`src/logic/cis_pkg.sv`:
```
// Purpose: constants for the shorting contactor sequencer
// Assumes: 250 MHz system clock
// Notes: no registers reachable by software
// What this block does
// - With the separate-contactor option on, the shorting drive output and feedback input are in use.
// - Whenever the running contactor is actuated with the option on, the shorting contactor is actuated too.
// - Shorting-contactor feedback not following a drive change within the timeout while the option is on raises the feedback fault.
// - Once the running contactor is commanded and seen pulled in with the option on, the shorting contactor is opened.
// - Return of the normally closed shorting contactor to closed waits 300 ms after the running contactor changes.
// - The shorting contactor never closes while the running contactor is not fully open.
package cis_pkg;
    localparam int unsigned CLK_MHZ = 250;
    localparam int unsigned CLOSE_DELAY_MS = 300;
    localparam int unsigned CLOSE_DELAY_CYC = CLOSE_DELAY_MS * 1000 * CLK_MHZ;
    localparam int unsigned FB_TIMEOUT_US = 100;
    localparam int unsigned FB_TIMEOUT_CYC = FB_TIMEOUT_US * CLK_MHZ;
    localparam logic RST_DRIVE = 1'b0;
    localparam logic RST_FAULT = 1'b0;
    typedef enum logic [1:0] {
        CIS_IDLE,
        CIS_OPEN,
        CIS_HOLD
    } cis_state_t;
endpackage : cis_pkg

```
`src/logic/cis_seq.sv`:
```
// Purpose: drives and supervises the motor shorting contactor
// Assumes: feedback inputs synchronous, high means contacts pulled in
// Notes: drive high energises the shorting contactor, opening it
`timescale 1ns/1ps
module cis_seq #(
    parameter int unsigned CLOSE_DELAY = cis_pkg::CLOSE_DELAY_CYC,
    parameter int unsigned FB_TIMEOUT = cis_pkg::FB_TIMEOUT_CYC
) (
    input wire logic i_sys_clk,
    input wire logic i_rst_b,
    input wire logic i_separate_contactor_option,
    input wire logic i_running_contactor_cmd,
    input wire logic i_running_contactor_feedback_in,
    input wire logic i_short_contactor_feedback_in,
    input wire logic i_fault_clear,
    output logic o_short_contactor_drive_out,
    output logic o_short_feedback_fault
);
    // refuse delays the counters cannot serve
    if (CLOSE_DELAY < 1 || FB_TIMEOUT < 1) begin : g_bad_delay
        $error("delays must be at least one cycle");
    end
    if (CLOSE_DELAY == 32'hFFFFFFFF) begin : g_big_delay
        $error("close delay leaves no room for the hold counter");
    end

    cis_pkg::cis_state_t st_q, st_d;
    logic drive_q, drive_d;
    logic fault_q, fault_d;
    logic run_fb_q;
    logic fb_load, fb_done, dl_load, dl_done, dl_busy, fb_stop;
    logic [31:0] quiet_q, quiet_d;

    // edge of running contactor feedback
    always_ff @(posedge i_sys_clk or negedge i_rst_b) begin
        if (!i_rst_b) begin
            run_fb_q <= 1'b0;
        end else begin
            run_fb_q <= i_running_contactor_feedback_in;
        end
    end

    cis_timer #(.WIDTH(32)) u_close_dly (
        .i_sys_clk(i_sys_clk),
        .i_rst_b(i_rst_b),
        .i_load(dl_load),
        .i_count(CLOSE_DELAY),
        .i_stop(1'b0),
        .o_busy(dl_busy),
        .o_done(dl_done)
    );

    cis_timer #(.WIDTH(32)) u_fb_tmo (
        .i_sys_clk(i_sys_clk),
        .i_rst_b(i_rst_b),
        .i_load(fb_load),
        .i_count(FB_TIMEOUT),
        .i_stop(fb_stop),
        .o_busy(),
        .o_done(fb_done)
    );

    always_comb begin
        st_d = st_q;
        drive_d = drive_q;
        dl_load = 1'b0;
        fb_load = 1'b0;
        // restart the delay on every change of running contactor
        if (run_fb_q != i_running_contactor_feedback_in) begin
            dl_load = 1'b1;
        end
        case (st_q)
            cis_pkg::CIS_IDLE: begin
                drive_d = 1'b0;
                if (i_separate_contactor_option && i_running_contactor_cmd
                        && i_running_contactor_feedback_in) begin
                    st_d = cis_pkg::CIS_OPEN;
                    drive_d = 1'b1;
                    fb_load = 1'b1;
                end
            end
            cis_pkg::CIS_OPEN: begin
                if (!i_separate_contactor_option
                        || !i_running_contactor_feedback_in) begin
                    st_d = cis_pkg::CIS_HOLD;
                end
            end
            cis_pkg::CIS_HOLD: begin
                // keep open until running contactor settled open
                if (!i_running_contactor_feedback_in && !run_fb_q
                        && dl_done) begin
                    st_d = cis_pkg::CIS_IDLE;
                    drive_d = 1'b0;
                    fb_load = i_separate_contactor_option;
                end else if (i_running_contactor_feedback_in
                        && i_separate_contactor_option) begin
                    st_d = cis_pkg::CIS_OPEN;
                end
            end
            default: begin
                st_d = cis_pkg::CIS_HOLD;
                drive_d = 1'b1;
            end
        endcase
    end

    // feedback must follow the drive before the timeout ends
    assign fb_stop = (i_short_contactor_feedback_in == drive_q) && !fb_load;

    always_comb begin
        fault_d = fault_q;
        if (i_fault_clear) begin
            fault_d = 1'b0;
        end
        if (fb_done && i_separate_contactor_option
                && i_short_contactor_feedback_in != drive_q) begin
            fault_d = 1'b1;
        end
    end

    always_ff @(posedge i_sys_clk or negedge i_rst_b) begin
        if (!i_rst_b) begin
            st_q <= cis_pkg::CIS_IDLE;
            drive_q <= cis_pkg::RST_DRIVE;
            fault_q <= cis_pkg::RST_FAULT;
        end else begin
            st_q <= st_d;
            drive_q <= drive_d;
            fault_q <= fault_d;
        end
    end

    // outputs only go high with the option on
    assign o_short_contactor_drive_out = drive_q;
    assign o_short_feedback_fault = fault_q;

    // cycles since the running contactor last changed, for the checks
    always_comb begin
        quiet_d = quiet_q;
        if (dl_load) begin
            quiet_d = '0;
        end else if (quiet_q <= CLOSE_DELAY) begin
            quiet_d = quiet_q + 32'h00000001;
        end
    end

    always_ff @(posedge i_sys_clk or negedge i_rst_b) begin
        if (!i_rst_b) begin
            quiet_q <= '0;
        end else begin
            quiet_q <= quiet_d;
        end
    end
endmodule : cis_seq

```
`src/logic/cis_timer.sv`:
```
// Purpose: loadable down counter with done pulse
// Assumes: synchronous inputs
// Notes: done is a one-cycle pulse once the count reaches one
`timescale 1ns/1ps
module cis_timer #(
    parameter int unsigned WIDTH = 32
) (
    input wire logic i_sys_clk,
    input wire logic i_rst_b,
    input wire logic i_load,
    input wire logic [WIDTH-1:0] i_count,
    input wire logic i_stop,
    output logic o_busy,
    output logic o_done
);
    logic [WIDTH-1:0] cnt_q, cnt_d;
    logic busy_q, busy_d;
    logic done_q, done_d;

    always_comb begin
        cnt_d = cnt_q;
        busy_d = busy_q;
        done_d = 1'b0;
        if (i_stop) begin
            busy_d = 1'b0;
        end else if (i_load) begin
            cnt_d = i_count;
            busy_d = 1'b1;
        end else if (busy_q) begin
            if (cnt_q <= WIDTH'(1)) begin
                busy_d = 1'b0;
                done_d = 1'b1;
            end else begin
                cnt_d = cnt_q - WIDTH'(1);
            end
        end
    end

    always_ff @(posedge i_sys_clk or negedge i_rst_b) begin
        if (!i_rst_b) begin
            cnt_q <= '0;
            busy_q <= 1'b0;
            done_q <= 1'b0;
        end else begin
            cnt_q <= cnt_d;
            busy_q <= busy_d;
            done_q <= done_d;
        end
    end

    assign o_busy = busy_q;
    assign o_done = done_q;
endmodule : cis_timer

```
`config.mk`:
```
export PLATFORM = sky130hd
export DESIGN_NAME = cis_seq
export DESIGN_NICKNAME = d
export VERILOG_FILES = /design/src/logic/cis_pkg.sv /design/src/logic/cis_seq.sv /design/src/logic/cis_timer.sv
export SDC_FILE = /design/constraint.sdc
export NUM_CORES = 1
export LEC_CHECK = 0
export BUFFER_PORTS_ARGS = -buffer_cell sky130_fd_sc_hd__buf_4
export CAP_MARGIN = 25
export CORE_MARGIN = 2
export CORE_UTILIZATION = 60
export DETAILED_ROUTE_END_ITERATION = 10
export HOLD_SLACK_MARGIN = 0.1
export PLACE_DENSITY = 0.84
export SKIP_CTS_REPAIR_TIMING = 1
export SLEW_MARGIN = 20
export SYNTH_ARGS = -nofsm -noshare
export SYNTH_HDL_FRONTEND = slang
export SYNTH_SLANG_ARGS = --single-unit
```
`constraint.sdc`:
```
create_clock -name i_sys_clk -period 4 [get_ports i_sys_clk]
set_input_delay 0.8 -clock i_sys_clk [delete_from_list [all_inputs] [get_ports i_sys_clk]]
set_output_delay 0.8 -clock i_sys_clk [all_outputs]
set_load 0.01 [all_outputs]
```
# Word level (Yosys, flattened, before mapping)

Cells that the tools add are included.
Widths: inputs -> output; s select.

Bitwise gates (word level): 2
Equality and inequality tests: 11
Mux-type cells: 33
Reduce and logical (&&, ||, !) cells: 21
Order comparisons: 2
Add/sub/neg operators: 2

Operators by type and width:

| operator              | count |
|---|---|
| $mux 32               | 6 |
| $le 32x1->1 const B   | 2 |
| $sub 32x1->32 const B | 2 |
| $mux 1                | 20 |
| $ne 2x2->1 const B    | 5 |
| $logic_and 1x1->1     | 8 |
| $mux 2                | 4 |
| $pmux 2 s3            | 1 |
| $reduce_and 3->1      | 2 |
| $reduce_bool 2->1     | 3 |
| $logic_not 1->1       | 4 |
| $reduce_and 2->1      | 2 |
| $ne 3x3->1 const B    | 1 |
| $pmux 1 s3            | 1 |
| $eq 2x1->1 const B    | 1 |
| $eq 2x2->1 const B    | 1 |
| $logic_not 2->1       | 1 |
| $ne 1x1->1            | 2 |
| $not 1->1             | 2 |
| $pmux 1 s2            | 1 |
| $eq 1x1->1            | 1 |
| $logic_or 1x1->1      | 1 |

Output and inout bits: 2
Register bits after elaboration: 73
Bits of input ports: 7
Logic and storage cells: 81

# Depth between registers and ports, before layout

Depth after elaboration: 9
Mapped depth: 9
Gate-level depth less buffers: 7

# Modules after synthesis

Synthesis repeated with hierarchy kept, for this count alone.

Cells, all modules: 583
Area total of the unflattened synthesis: 4,885.9 µm²

By module, submodules not included:

| module                  | instances | seq. area each (µm²) | cells each | area an instance (µm²) |
|---|---|---|---|---|
| cis_timer (u_close_dly) | 1         | 850.8                | 281        | 2,352.3 |
| cis_timer (u_fb_tmo)    | 1         | 850.8                | 271        | 2,263.4 |
| cis_seq                 | 1         | 125.1                | 31         | 270.3 |

# Worst setup path after synthesis

OpenSTA, ideal clock, no wires.

Path kind: register to register
Start point: register u_close_dly.cnt_q[7]
End point: register u_close_dly.cnt_q[25]
Stages on the path, launching flop included: 8
Arrival time: 2,594 ps
Data required time: 3,872 ps
Path slack: 1,279 ps
Library setup time: 128 ps
Clock period less this slack: 2,721 ps
Buffers on the path: 2
Path through: dfrtp_1 -> or4_4 -> buf_6 -> or4b_4 -> or3_1 -> buf_6 -> nor4_1 -> mux2_1

Cells in the longest elaborated chain, start to end: 4

RTL lines:

| what                   | RTL line        | RTL |
|---|---|---|
| from (decl)            | cis_timer.sv:16 | `logic [WIDTH-1:0] cnt_q, cnt_d;` |
| from (signal assigned) | cis_timer.sv:45 | `cnt_q <= cnt_d;` |
| $sub 32x1->32          | cis_timer.sv:34 | `cnt_d = cnt_q - WIDTH'(1);` |
| $mux 32                | cis_timer.sv:30 | `if (cnt_q <= WIDTH'(1)) begin` |
| $mux 32                | cis_timer.sv:29 | `end else if (busy_q) begin` |
| $mux 32                | cis_timer.sv:26 | `end else if (i_load) begin` |

Parallel ways exist; a longest one is shown, timed or not. The select of a mux whose other input is x is not followed.
A chain may end at the register's enable or synchronous reset.

# Worst setup path in the final report

Same ends and word-level chain as after synthesis.

==> flow_metrics.tcl <==
set metrics [dict create \
    status "complete, no violations" \
    start_kind "register" \
    clock_skew_ps 6.40 \
    gp_congestion 0.826 \
    slowest_stage "or4_4" \
    ir_drop_v 0.000353 \
    p_int_w 0.00136 \
    clock-sinks 73 \
    wl_um 8310 \
    hold_class "register to register" \
    synthArstFlopShare_pct 100 \
    swShare_pct 28.6 \
    hold_slack_ps 512 \
    cts_buffers 9 \
    cap_violations 0 \
    synth_edf_count 0 \
    fmax_ghz 0.344 \
    dieHeight_um 85.9 \
    drv_slew 0 \
    wl_per_cell_um 16.3 \
    final_layout_size_suffix_gt1_share_pct 10.8 \
    pin_count 9 \
    htreeDepth 3 \
    num_vias 3398 \
    diodes 0 \
    finalHoldViolations 0 \
    setup_ws_ps 1090 \
    area_delta_synth_final_pct 8.62 \
    final_common_cell "dfrtp_1" \
    worstPathArrival_ps 3130 \
    viasPerCell 6.65 \
    rsz0062_at_grt "false" \
    p_leak_nw 1.79 \
    rrSetupSlack_ps 1090 \
    clock_path_buffers 2 \
    grt_pass1_vias 3252 \
    final_antenna_net_count 0 \
    path_cells "or4_4, or4b_4, or3_1, nor4_1, mux2_1" \
    worstPathRequired_ps 4220 \
    tightest_slew_ps 907 \
    overflow 0 \
    dp_hpwl_um 5600 \
    grt_first_pass_wirelength_um 14600 \
    port_buffers 8 \
    power_frac_seq_pct 46.1 \
    ys_warn_count 0 \
    cts-root-buf "clkbuf_8" \
    grtUsageTotal_pct 24.3 \
    finalCritPeriodShare_pct 72.8 \
    pre_cts_slack_ps 834 \
    max_stage_delay_ps 580 \
    rows 29 \
    power_w 0.00191 \
    clock_power_share_pct 36.9 \
    synth_seq_area_share_pct 45.4 \
    core-area_sq_um 6420 \
    fin_nets 441 \
    ys_seq_elements 73 \
    syn-num-nets 437 \
    finalSetupViolations 0 \
    drc_errors 0 \
    fin_area_sq_um 4370 \
    clk_pin_slew_ps 80 \
    criticalPathCategory "register to register" \
    min_period_ps 2910 \
    start_util_pct 62.6 \
    drt_iter0_drc 207 \
    dieWidth_um 85.9 \
    grt_antenna_before_repair 0 \
    grt_max_degree 74 \
    synth.avg_cell_area_sq_um 9.46 \
    synthFlopType "dfrtp_1" \
    crit_fanout 9 \
    final_cell_mix "dfrtp_1, nor2_1, a21oi_1, or4_1, or3_1" \
    place_area_sq_um 4120 \
    p_per_area_nw_per_um2 437 \
    ys_types 51 \
    die_area_sq_um 7370 \
    fin_tns_setup_ps 0 \
    clock_latency_ps 340 \
    dr.pass1.iters 4 \
    syn_inst 425 \
    cts_tree "yes" \
    switchingPower_w 0.000546 \
    p_comb_share_pct 17.0 \
    end_kind "register" \
    slew_headroom_pct 39.6 \
    synth_area_sq_um 4020 \
]
[path summary, 6_finish.rpt]
kind / cells after the start / endpoint / startpoint
max: 5 / u_close_dly.cnt_q[25] / u_close_dly.cnt_q[7]
min: 2 / o_short_feedback_fault / u_fb_tmo.o_done
max reg2reg: 5 / u_close_dly.cnt_q[25] / u_close_dly.cnt_q[7]
min reg2reg: 2 / o_short_feedback_fault / u_fb_tmo.o_done
max in group asynchronous: 1 / u_close_dly.cnt_q[21] / i_rst_b
min in group asynchronous: 1 / u_fb_tmo.cnt_q[17] / i_rst_b
[Yosys cell counts (4+ instances only)]
cell | instances | share of area (%)
dfrtp_1 | 73 | 45
nor2_1 | 35 | 3.3
a21oi_1 | 34 | 4.2
or4_1 | 33 | 6.2
or3_1 | 26 | 4.0
o21ai_0 | 25 | 3.1
nand2_1 | 20 | 1.9
nor4_1 | 18 | 2.8
o31ai_1 | 18 | 3.4
clkbuf_1 | 14 | 1.3
nor3_1 | 13 | 1.6
inv_1 | 10 | 0.93
nor2b_1 | 9 | 1.4
nand3_1 | 8 | 1.0
a31oi_1 | 7 | 1.1
nand4_1 | 6 | 0.93
ha_1 | 5 | 1.6
a31o_2 | 4 | 0.87
and3_1 | 4 | 0.62
mux2_2 | 4 | 1.1
or2_2 | 4 | 0.62
xnor2_1 | 4 | 0.87
[layout make-up]
cell class              instances  area, sq um
clock buffers                  11          141
flip-flops and latches         73         1830
well taps                      77         96.3
clock inverters                 5          103
multi-input cells             322         2070
repair buffers                 12         90.1
inverters                      11         41.3
fillers                       470         2050
[through the flow]
step | utilization (%) | instances
3_5_place_dp | 64.1 | 495
4_1_cts | 67.9 | 511
6_report | 68.0 | 511
5_1_grt | 68.0 | 511
3_3_place_gp | 64.1 | 495
2_1_floorplan | - | 425
[critical path, delay by kind of cell (launching register included)]
family           cells  cell delay, ps
multiplexers         1             360
AND/OR/NAND/NOR      4            1990
flip-flops           1             430
[sequential cells by signal, summed over array words and instances, names as in the netlist]
name	flops
o_short_contactor_drive_out	1
o_short_feedback_fault	1
run_fb_q	1
st_q	2
u_close_dly.cnt_q	32
u_close_dly.o_busy	1
u_close_dly.o_done	1
u_fb_tmo.cnt_q	32
u_fb_tmo.o_busy	1
u_fb_tmo.o_done	1
[cell families (layout without fill, tap and decap cells)]
| logic type | Yosys count | in the layout | share of synthesized area [%] |
|---|---|---|---|
| AO/OA/AOI/OAI | 110 | 110 | 17.8 |
| XOR/XNOR | 7 | 7 | 1.52 |
| adder cells (fa/ha/maj) | 5 | 5 | 1.56 |
| buffers and inverters | 30 | 39 | 3.39 |
| flip-flops | 73 | 73 | 45.4 |
| multiplexers | 9 | 9 | 2.43 |
| AND/OR/NAND/NOR | 191 | 191 | 27.9 |
[power by group through the flow]
stage | sequential (W) | combinational [W] | clock [W]
global placement | 0.000891 | 0.000309 | 0
detailed placement | 0.000894 | 0.000323 | 0
floorplan | 0.000876 | 0.000243 | 0
global route | 0.000891 | 0.000373 | 0.000747
finish | 0.000881 | 0.000325 | 0.000704
CTS | 0.000880 | 0.000326 | 0.000715
[layer usage]
layer  GRT usage (%)  routed length (um)  vias up
met2            41.0                4270       79
met1            31.2                3630     1664
met4            6.78                  69        0
met3            6.06                 343        6
li1                -                   -     1649
met5               0                   0        -
(Power assumes the default switching activity.)
